`src/tbaf_pkg.sv`:
```
// Shared constants and types for the trigger block acquisition buffer.
// Assumes a single 20 MHz clock domain and synchronous active-low reset.
package tbaf_pkg;
	localparam int SCAN_W       = 32;   // Scan word width
	localparam int MEM_DEPTH    = 64;   // Scan and descriptor slots
	localparam int ADDR_W       = 6;    // Slot index width
	localparam int DESC_SLOTS   = 1;    // Slots each block descriptor costs
	localparam int MAX_BLOCKS   = 8;    // Descriptor table depth
	localparam int BLK_W        = 3;    // Descriptor index width
	localparam int PTR_W        = 24;   // Logical pointer width
	localparam int CNT_W        = 16;   // Count width
	localparam int THRESH_PCT   = 75;   // Fill threshold percentage
	localparam logic [PTR_W-1:0] PTR_UNDEF = 24'hF0BDC1; // -999999
	localparam logic [1:0] BST_ACQ  = 2'h0; // Block still acquiring
	localparam logic [1:0] BST_DONE = 2'h1; // Ended normally
	localparam logic [1:0] BST_ABRT = 2'h2; // Ended by user
	// Read quantity selected by the read command suffix
	typedef enum logic [1:0] {
		RQ_SCAN  = 2'h1,
		RQ_BLOCK = 2'h2,
		RQ_ALL   = 2'h3
	} tbaf_rq_t;
	// Per-block descriptor
	typedef struct packed {
		logic [PTR_W-1:0] trig_pos;   // Physical count before trigger
		logic [PTR_W-1:0] stop_ptr;   // Logical stop position
		logic [PTR_W-1:0] end_ptr;    // Logical end position
		logic [CNT_W-1:0] written;    // Scans written
		logic [1:0]       status;     // Block status code
		logic             stop_seen;  // Block end recorded
	} tbaf_desc_t;
endpackage

```
`src/tbaf_mem_if.sv`:
```
// Interface joining the controller to its scan storage.
// Assumes both ends on the same clock.
`timescale 1ns/1ns
`default_nettype none
interface tbaf_mem_if;
	import tbaf_pkg::*;
	logic              wr_en;   // Write one scan
	logic [ADDR_W-1:0] wr_addr; // Write slot
	logic [SCAN_W-1:0] wr_data; // Write data
	logic [ADDR_W-1:0] rd_addr; // Read slot
	logic [SCAN_W-1:0] rd_data; // Combinational read data
	modport ctrl (output wr_en, wr_addr, wr_data, rd_addr, input rd_data);
	modport mem  (input wr_en, wr_addr, wr_data, rd_addr, output rd_data);
endinterface
`default_nettype wire

```
`src/tbaf_scan_mem.sv`:
```
// Flip-flop scan storage, one write port and one read port.
// Assumes the controller never writes a slot that is unread.
`timescale 1ns/1ns
`default_nettype none
module tbaf_scan_mem
	import tbaf_pkg::*;
(
	// Clock
	input  wire logic clk,
	// Storage port
	tbaf_mem_if.mem   mp
);
	logic [SCAN_W-1:0] store [MEM_DEPTH]; // Scan slots

	// Write one slot
	always_ff @(posedge clk) begin
		if (mp.wr_en) begin
			store[mp.wr_addr] <= mp.wr_data;
		end
	end

	// Read by index
	assign mp.rd_data = store[mp.rd_addr];
endmodule
`default_nettype wire

```
`src/tbaf_ctrl.sv`:
```
// Trigger block acquisition buffer controller and status reporter.
// Assumes scan, trigger and stop strobes come from logic on clk;
// the command port is driven by the command decoder on clk.
`timescale 1ns/1ns
`default_nettype none
module tbaf_ctrl
	import tbaf_pkg::*;
(
	// Clock and reset
	input  wire logic              clk,
	input  wire logic              rst_n,
	// Acquisition side
	input  wire logic              scan_valid,
	input  wire logic [SCAN_W-1:0] scan_data,
	input  wire logic              trig_event,
	input  wire logic              stop_event,
	input  wire logic [CNT_W-1:0]  pre_count_in,
	input  wire logic [CNT_W-1:0]  post_stop_in,
	input  wire logic              auto_rearm_in,
	input  wire logic              arm_cmd,
	input  wire logic              abort_cmd,
	// Host read and status commands
	input  wire logic              read_req,
	input  wire tbaf_rq_t          read_qty,
	input  wire logic              buffer_status_query,
	// Scan output
	output logic                   out_valid,
	output logic [SCAN_W-1:0]      out_data,
	output logic                   out_last,
	// Status output
	output logic                   stat_valid,
	output logic [CNT_W-1:0]       stat_blocks,
	output logic [CNT_W-1:0]       stat_scans,
	output logic [PTR_W-1:0]       stat_read_ptr,
	output logic [PTR_W-1:0]       stat_stop_ptr,
	output logic [PTR_W-1:0]       stat_end_ptr,
	output logic [1:0]             stat_block_status,
	// Condition flags
	output logic                   armed,
	output logic                   thresh_flag,
	output logic                   trig_overrun,
	output logic                   buf_overrun
);
	// Storage and descriptors
	tbaf_mem_if mif ();
	tbaf_scan_mem u_mem (.clk(clk), .mp(mif));

	tbaf_desc_t        desc [MAX_BLOCKS]; // Block descriptors
	logic [BLK_W-1:0]  rd_blk;            // Oldest unread block
	logic [BLK_W-1:0]  wr_blk;            // Block being written
	logic [CNT_W-1:0]  nblocks;           // Defined blocks
	logic [ADDR_W-1:0] wr_ptr;            // Physical write slot
	logic [ADDR_W-1:0] rd_ptr;            // Physical read slot
	logic [CNT_W-1:0]  used;              // Slots occupied by scans
	logic [CNT_W-1:0]  pretrig;           // Unread pre-trigger scans
	logic [CNT_W-1:0]  avail;             // Readable scans total
	logic [PTR_W-1:0]  rd_log;            // Logical read position
	logic [CNT_W-1:0]  post_left;         // Post-stop scans to go
	logic              in_block;          // Writing a triggered block
	logic              in_post;           // Collecting post-stop scans
	logic              cfg_rearm;         // Frozen auto re-arm flag
	logic [CNT_W-1:0]  cfg_pre;           // Frozen pre-trigger depth
	logic [CNT_W-1:0]  cfg_post;          // Frozen post-stop depth
	logic [1:0]        mode;              // Active read quantity
	logic              reading;           // Read burst running

	// Capacity left after descriptors take their share
	function automatic logic [CNT_W-1:0] cap(input logic [CNT_W-1:0] nb);
		cap = CNT_W'(MEM_DEPTH) - CNT_W'(nb * CNT_W'(DESC_SLOTS));
	endfunction

	// Wrap-around increment of a slot index
	function automatic logic [ADDR_W-1:0] inc(input logic [ADDR_W-1:0] a);
		inc = (a == ADDR_W'(MEM_DEPTH - 1)) ? '0 : a + 1'b1;
	endfunction

	// Block and write strobes
	logic starting;   // Trigger accepted this cycle
	logic cur_done;   // Write block complete
	logic do_write;   // Scan goes to memory
	logic do_read;    // Scan leaves memory
	logic full;       // No room for another scan
	logic rd_blk_end; // Delivered scan is block's last
	logic blk_full;   // Descriptor table exhausted
	logic want_wr;    // Scan the block framing would keep

	assign full     = (used + 1'b1) > cap(nblocks);
	assign blk_full = nblocks == CNT_W'(MAX_BLOCKS);
	// only a start event opens a block
	assign starting = trig_event && armed && !in_block && !blk_full
		&& (used + 1'b1) <= cap(nblocks + 1'b1);
	assign cur_done = in_post && (post_left == '0);
	// pre-trigger scans only while armed, up to depth
	assign want_wr  = scan_valid && !cur_done && (in_block || starting
		|| (armed && pretrig < cfg_pre));
	assign do_write = want_wr && !full;
	assign do_read  = reading && avail != '0;
	assign rd_blk_end = do_read
		&& rd_log == desc[rd_blk].end_ptr && desc[rd_blk].stop_seen
		&& in_block == 1'b0 | rd_blk != wr_blk;

	// Memory port wiring
	// strictly sequential slots
	assign mif.wr_en   = do_write;
	assign mif.wr_addr = wr_ptr;
	assign mif.wr_data = scan_data;
	// oldest slot is always the read slot
	assign mif.rd_addr = rd_ptr;

	// Arming and frozen configuration
	always_ff @(posedge clk) begin
		if (!rst_n) begin
			armed     <= 1'b0;
			cfg_rearm <= 1'b0;
			cfg_pre   <= '0;
			cfg_post  <= '0;
		end else if (arm_cmd && !(cfg_rearm && in_block)) begin
			armed     <= !in_block;
			cfg_rearm <= auto_rearm_in;
			cfg_pre   <= pre_count_in;
			cfg_post  <= post_stop_in;
		end else if (starting) begin
			armed <= 1'b0;
		end else if (cur_done && cfg_rearm) begin
			armed <= 1'b1;
		end
	end

	// Write side: block framing
	always_ff @(posedge clk) begin
		if (!rst_n) begin
			in_block  <= 1'b0;
			in_post   <= 1'b0;
			post_left <= '0;
			wr_blk    <= '0;
		end else if (starting) begin
			// block opens at the trigger scan
			in_block <= 1'b1;
			in_post  <= 1'b0;
			wr_blk   <= (nblocks == '0) ? rd_blk : wr_blk + 1'b1;
		end else if (in_block && (cur_done || abort_cmd)) begin
			in_block <= 1'b0;
			in_post  <= 1'b0;
		end else if (in_block && stop_event && !in_post) begin
			in_post   <= 1'b1;
			post_left <= cfg_post;
		end else if (in_post && do_write) begin
			post_left <= post_left - 1'b1;
		end
	end

	// Trigger overrun flag, cleared by re-arm command
	always_ff @(posedge clk) begin
		if (!rst_n) begin
			trig_overrun <= 1'b0;
		end else if (trig_event && in_block) begin
			trig_overrun <= 1'b1;
		end else if (arm_cmd) begin
			trig_overrun <= 1'b0;
		end
	end

	// Buffer overrun flag, cleared by re-arm command
	always_ff @(posedge clk) begin
		if (!rst_n) begin
			buf_overrun <= 1'b0;
		end else if ((want_wr && full) || (trig_event && armed
			&& !in_block && !starting)) begin
			buf_overrun <= 1'b1;
		end else if (arm_cmd) begin
			buf_overrun <= 1'b0;
		end
	end

	// Descriptor updates
	always_ff @(posedge clk) begin
		if (!rst_n) begin
			for (int i = 0; i < MAX_BLOCKS; i++) begin
				desc[i] <= '0;
			end
		end else begin
			if (starting) begin
				desc[(nblocks == '0) ? rd_blk : wr_blk + 1'b1] <= '{
					trig_pos: PTR_W'(pretrig), stop_ptr: PTR_UNDEF,
					end_ptr: PTR_UNDEF, written: CNT_W'(1),
					status: BST_ACQ, stop_seen: 1'b0};
			end else if (in_block) begin
				if (do_write) begin
					desc[wr_blk].written <= desc[wr_blk].written + 1'b1;
				end
				if (stop_event && !in_post) begin
					desc[wr_blk].stop_ptr <=
						PTR_W'(desc[wr_blk].written) - 1'b1;
				end
				if (cur_done || abort_cmd) begin
					desc[wr_blk].status <= cur_done ? BST_DONE : BST_ABRT;
					desc[wr_blk].stop_seen <= 1'b1;
					desc[wr_blk].end_ptr <=
						PTR_W'(desc[wr_blk].written) - 1'b1;
				end
			end
		end
	end

	// Scan occupancy, pointers and block count
	always_ff @(posedge clk) begin
		if (!rst_n) begin
			wr_ptr  <= '0;
			rd_ptr  <= '0;
			used    <= '0;
			pretrig <= '0;
			avail   <= '0;
			nblocks <= '0;
			rd_blk  <= '0;
			rd_log  <= PTR_UNDEF;
		end else begin
			if (do_write) begin
				wr_ptr <= inc(wr_ptr);
			end
			if (do_read) begin
				rd_ptr <= inc(rd_ptr);
			end
			used <= used + CNT_W'(do_write) - CNT_W'(do_read);
			if (starting) begin
				pretrig <= '0;
				avail   <= avail + pretrig + CNT_W'(do_write)
					- CNT_W'(do_read);
			end else if (do_write && !in_block) begin
				pretrig <= pretrig + 1'b1;
				avail   <= avail - CNT_W'(do_read);
			end else begin
				avail   <= avail + CNT_W'(do_write && in_block)
					- CNT_W'(do_read);
			end
			// advance to the next stacked block
			// pointer stays on oldest unread block
			if (rd_blk_end) begin
				rd_blk  <= rd_blk + 1'b1;
				nblocks <= nblocks - CNT_W'(!starting);
				rd_log  <= (nblocks > CNT_W'(1))
					? -PTR_W'(desc[rd_blk + 1'b1].trig_pos)
					: starting ? -PTR_W'(pretrig) : PTR_UNDEF;
			end else begin
				nblocks <= nblocks + CNT_W'(starting);
				// pointer steps by one per scan
				if (do_read) begin
					rd_log <= rd_log + 1'b1;
				// first scan sits at minus the pre-trigger scan count
				end else if (starting && nblocks == '0) begin
					rd_log <= -PTR_W'(pretrig);
				end
			end
		end
	end

	// Read burst control
	always_ff @(posedge clk) begin
		if (!rst_n) begin
			reading <= 1'b0;
			mode    <= RQ_SCAN;
		end else if (read_req && !reading) begin
			reading <= 1'b1;
			mode    <= read_qty;
		end else if (reading) begin
			case (mode)
				RQ_SCAN:  reading <= !do_read && avail != '0;
				RQ_BLOCK: reading <= !rd_blk_end && avail != '0;
				RQ_ALL:   reading <= avail > CNT_W'(do_read);
				default:  reading <= 1'b0;
			endcase
		end
	end

	// Scan output register
	always_ff @(posedge clk) begin
		if (!rst_n) begin
			out_valid <= 1'b0;
			out_data  <= '0;
			out_last  <= 1'b0;
		end else begin
			out_valid <= do_read;
			out_data  <= do_read ? mif.rd_data : out_data;
			out_last  <= do_read && (mode == RQ_SCAN || rd_blk_end
				|| avail == CNT_W'(1));
		end
	end

	// Status report of the current read block
	always_ff @(posedge clk) begin
		if (!rst_n) begin
			stat_valid        <= 1'b0;
			stat_blocks       <= '0;
			stat_scans        <= '0;
			stat_read_ptr     <= PTR_UNDEF;
			stat_stop_ptr     <= PTR_UNDEF;
			stat_end_ptr      <= PTR_UNDEF;
			stat_block_status <= BST_ACQ;
		end else begin
			stat_valid <= buffer_status_query;
			if (buffer_status_query) begin
				stat_blocks   <= nblocks;
				stat_scans    <= avail;
				stat_read_ptr <= (nblocks == '0) ? PTR_UNDEF : rd_log;
				stat_stop_ptr <= (nblocks == '0) ? PTR_UNDEF
					: desc[rd_blk].stop_ptr;
				stat_end_ptr  <= (nblocks == '0) ? PTR_UNDEF
					: desc[rd_blk].end_ptr;
				stat_block_status <= (nblocks == '0) ? BST_ACQ
					: desc[rd_blk].status;
			end
		end
	end

	// Fill threshold flag
	always_ff @(posedge clk) begin
		if (!rst_n) begin
			thresh_flag <= 1'b0;
		end else begin
			thresh_flag <= (32'(used) * 100) >=
				(32'(cap(nblocks)) * THRESH_PCT);
		end
	end
endmodule
`default_nettype wire

```
`config.mk`:
```
export PLATFORM = sky130hd
export DESIGN_NAME = tbaf_ctrl
export DESIGN_NICKNAME = d
export VERILOG_FILES = /design/src/tbaf_pkg.sv /design/src/tbaf_mem_if.sv /design/src/tbaf_scan_mem.sv /design/src/tbaf_ctrl.sv
export SDC_FILE = /design/constraint.sdc
export NUM_CORES = 2
export LEC_CHECK = 0
export ABC_AREA = 1
export BUFFER_PORTS_ARGS = -buffer_cell sky130_fd_sc_hd__buf_2
export CAP_MARGIN = 5
export CORE_MARGIN = 8
export CORE_UTILIZATION = 36
export CTS_CLUSTER_DIAMETER = 60
export DETAILED_ROUTE_END_ITERATION = 12
export SLEW_MARGIN = 25
export SYNTH_ARGS = -nofsm -noshare
export SYNTH_HDL_FRONTEND = slang
export SYNTH_HIERARCHICAL = 1
export SYNTH_SLANG_ARGS = --single-unit
```
`constraint.sdc`:
```
create_clock -name clk -period 16.7 [get_ports clk]
set_input_delay 0.835 -clock clk [delete_from_list [all_inputs] [get_ports clk]]
set_output_delay 0.835 -clock clk [all_outputs]
set_load 0.03 [all_outputs]
```
==> key figures <==
Drt
  – Length of the first detailed-routing pass in iterations: 6
  – Post-detailed-routing wire length: 375000 µm
  – Number of DRC markers after the initial detailed-route iteration: 10100
  – Post-route DRC violation count: 0
  – Via count: 91800
  – Via-to-Cell Ratio: 5.30
  – Average routed wire per standard cell: 21.6 µm
  – Detail Route Antenna Nets: 0

Setup path
  – R2r setup slk: 9.04 ns
  – Worst-path cell with the longest stage delay: clkinv_1
  – Category of the critical setup timing path: reg2reg
  – Longest individual stage delay on the worst path: 0.80 ns
  – Worst R2R Path Depth: 39
  – Critical path's most frequent cell: nand2_1
  – Critical path fanouts, max: 27
  – Critical path arrival: 8.40 ns
  – Startpoint of the worst register-to-register path: used[1]
  – Element type at the critical path start: register
  – Critical Path Sink Type: register
  – Reg-to-reg endpoint: avail[12]
  – Worst EP required: 17.43 ns

Timing
  – Fmax: 130 MHz
  – Period utilisation layout: 45.9%
  – Max-slew headroom: 28.4%
  – Worst setup margin: 9.04 ns
  – Final sum of negative setup slack: 0 ns
  – Count of endpoints failing setup in the final report: 0
  – Post-Route Skew: 0.0979 ns
  – RSZ-0062 raised after global routing: false
  – Number of pins with negative max-slew slack in the final report: 0
  – Final worst path period need: 7.66 ns
  – Worst Tran Pin Value: 1.07 ns
  – Final hold violation count: 0

Clock network
  – Number of buffers created by CTS: 324
  – Root Buffer Master: clkbuf_16
  – H-Tree Level Count: 5
  – Insertion delay of the later-clocked pin in the worst-skew pair: 0.94 ns
  – Post-CTS Setup Repair Bufs: 0
  – CTS tree: done
  – Count of clock tree sinks: 2915
  – Count of hold-fix buffers inserted at cts: 0
  – Clock buffer depth: 4
  – Number of resized instances in the post-cts repair step: 0
  – Reg clk slew, reported paths: 0.06 ns

Die
  – Die Footprint: 381000 µm²
  – Die width: 617 µm
  – Die Height: 617 µm
  – Num ports: 221
  – Initial Util: 36.2%
  – Core area: 359000 µm²
  – Number of placement rows: 220

GRT
  – Pin count of the biggest net entering global routing: 182
  – First-pass GRT wire length: 554000 µm
  – Global route overflow: 0
  – Antenna violations before repair: 12
  – Number of global-route vias before repair: 86400
  – Global-route usage over all layers: 18.7%

Placed design
  – Final HPWL from detailed placement: 215000 µm
  – Worst slack at placement: 9.18 ns
  – Gp weighted congestion: 0.889
  – Count of buffers inserted at the top-level ports: 220

Synthesis
  – Post-synth ARST share: 0%
  – Post-synth net total: 12700
  – Number of distinct library cells after synthesis: 65
  – Top cell type's share of synthesized area: 60.4%
  – Largest cells by area after synthesis: edfxtp_1 60%, nand2_1 8.5%, nand3_1 8.0%
  – Post-synthesis sequential area ratio: 65.0%
  – Most common cell in the synthesized netlist: nand2_1
  – Count of mapped cells out of synthesis: 12300
  – Mapped cell area: 130000 µm²
  – Synthesized flop and latch total: 2915
  – Leading post-synthesis cells by instance count: 2948 x nand2_1, 2616 x edfxtp_1, 2072 x nand3_1
  – Most used flip-flop cell after synthesis: edfxtp_1
  – Number of enable-type register cells in the synthesized netlist: 2616
  – Dominant cell type by area after synthesis: edfxtp_1
  – Yosys warning count: 6
  – Mapped Avg Cell Area: 10.6 µm²

Power and ir drop
  – Switching part of the total power: 36.4%
  – Power dissipated by switching net loads: 0.00890 W
  – Internal cell power: 0.0156 W
  – Clk network pwr share: 28.7%
  – Sequential share of power: 34.0%
  – Total power density per cell area: 167 nW/µm²
  – Leakage Power: 54.1 nW
  – Peak ir drop on the vdd network: 0.628 mV
  – Comb pwr share: 37.3%

Finish
  – Post-layout net count: 12700
  – Proportion of layout cells with a drive suffix above 1: 8.44%
  – Final core area utilization: 40.7%
  – Layout area overhead: 12.4%

Min path
  – Worst Hold Path EP: cfg_rearm
  – Worst hold path class: in2reg
  – Worst Hold Depth: 3
  – Beginning of the worst hold path: auto_rearm_in

Run
  – Max-cap violations: 0

Run status
  – Status: finished clean
-- layout by cell type, fill, tap and decap left out, drive strengths merged, types with 25 or more instances in the layout --
master / n
xor2: 140
o211ai: 45
ha: 291
buf: 427
xnor2: 30
o22ai: 106
nand4: 77
inv: 529
dfxtp: 299
a31oi: 25
fa: 39
nor3: 46
nor2: 1203
edfxtp: 2616
clkbuf: 413
nand2: 2961
nor4: 32
a21oi: 306
nand3: 2073
clkinv: 140
o21ai: 565
-- state kept, by name (all words and copies together) (netlist names), 18 cells and up, named ones only --
name           cells
stat_stop_ptr     18
rd_log            24
desc             568
out_data          32
stat_read_ptr     24
stat_end_ptr      18
u_mem/store     2048
-- how the worst max path moves through the flow --
stage / from / to / slack, ns
2_1_floorplan: nblocks[0] / u_mem/store[48][0] / 9.64
3_3_place_gp: used[1] / avail[12] / 9.23
3_5_place_dp: used[1] / avail[12] / 9.18
4_1_cts: used[1] / avail[12] / 9.17
5_1_grt: used[2] / avail[12] / 8.38
6_report: used[1] / avail[12] / 9.04
-- critical path: cells and delay by family, from the launching register on --
family | cells | cell delay [ns]
compound gates | 6 | 0.93
flops | 1 | 0.46
simple gates | 20 | 2.87
buf+inv | 6 | 1.49
fa+ha+maj | 5 | 1.30
xor+xnor | 2 | 0.47
-- power groups by stage --
stage | clock (W) | sequential, W | combinational, W
2_1_floorplan | 0 | 0.00847 | 0.00669
3_3_place_gp | 0 | 0.00847 | 0.00893
3_5_place_dp | 0 | 0.00848 | 0.00905
4_1_cts | 0.00715 | 0.00832 | 0.00915
5_1_grt | 0.00742 | 0.00835 | 0.0104
6_report | 0.00703 | 0.00833 | 0.00912
-- cells by family (layout without fill, tap and decap cells) --
| kind of cell | Yosys count | after routing | synth area share (%) |
|---|---|---|---|
| muxes | 4 | 4 | 0.0308 |
| adders and majority gates | 330 | 330 | 3.40 |
| xor gates and xnor gates | 170 | 170 | 1.14 |
| AOI/OAI and AO/OA | 1162 | 1162 | 4.98 |
| DFF | 2915 | 2915 | 65.0 |
| buffers and inverters | 1268 | 1535 | 4.31 |
| other | 0 | 3 | 0 |
| and+or+nand+nor | 6413 | 6413 | 21.2 |
-- metrics by stage --
stage                     power [W]  hold slack, ns  std cells  instance area (µm²)
final                        0.0245           0.212      17300               146000
after global routing         0.0262           0.173      17300               146000
after floorplan              0.0152           0.425      12300               130000
after CTS                    0.0246           0.126      17300               146000
after global placement       0.0174           0.443      16700               136000
after detailed placement     0.0175           0.447      16700               136000
-- per-layer routing --
metal / vias to the layer above / wire length, µm / global-route usage (%)
met5: - / 0 / 0
met4: 0 / 10900 / 5.47
met3: 576 / 30800 / 3.06
met2: 3578 / 171000 / 30.0
met1: 44900 / 162000 / 26.2
li1: 42800 / - / -
-- cell type report --
| cell class | count | area (µm²) |
|---|---|---|
| antenna | 3 | 7.51 |
| clock buffer | 412 | 8730 |
| clock inverter | 175 | 1680 |
| fill | 34300 | 213000 |
| inverter | 520 | 1990 |
| multi-input combinational | 8079 | 40500 |
| sequential | 2915 | 84600 |
| tap | 4773 | 5970 |
| timing repair buffer | 428 | 2790 |
No activity file was read; power rests on OpenSTA's default activity.
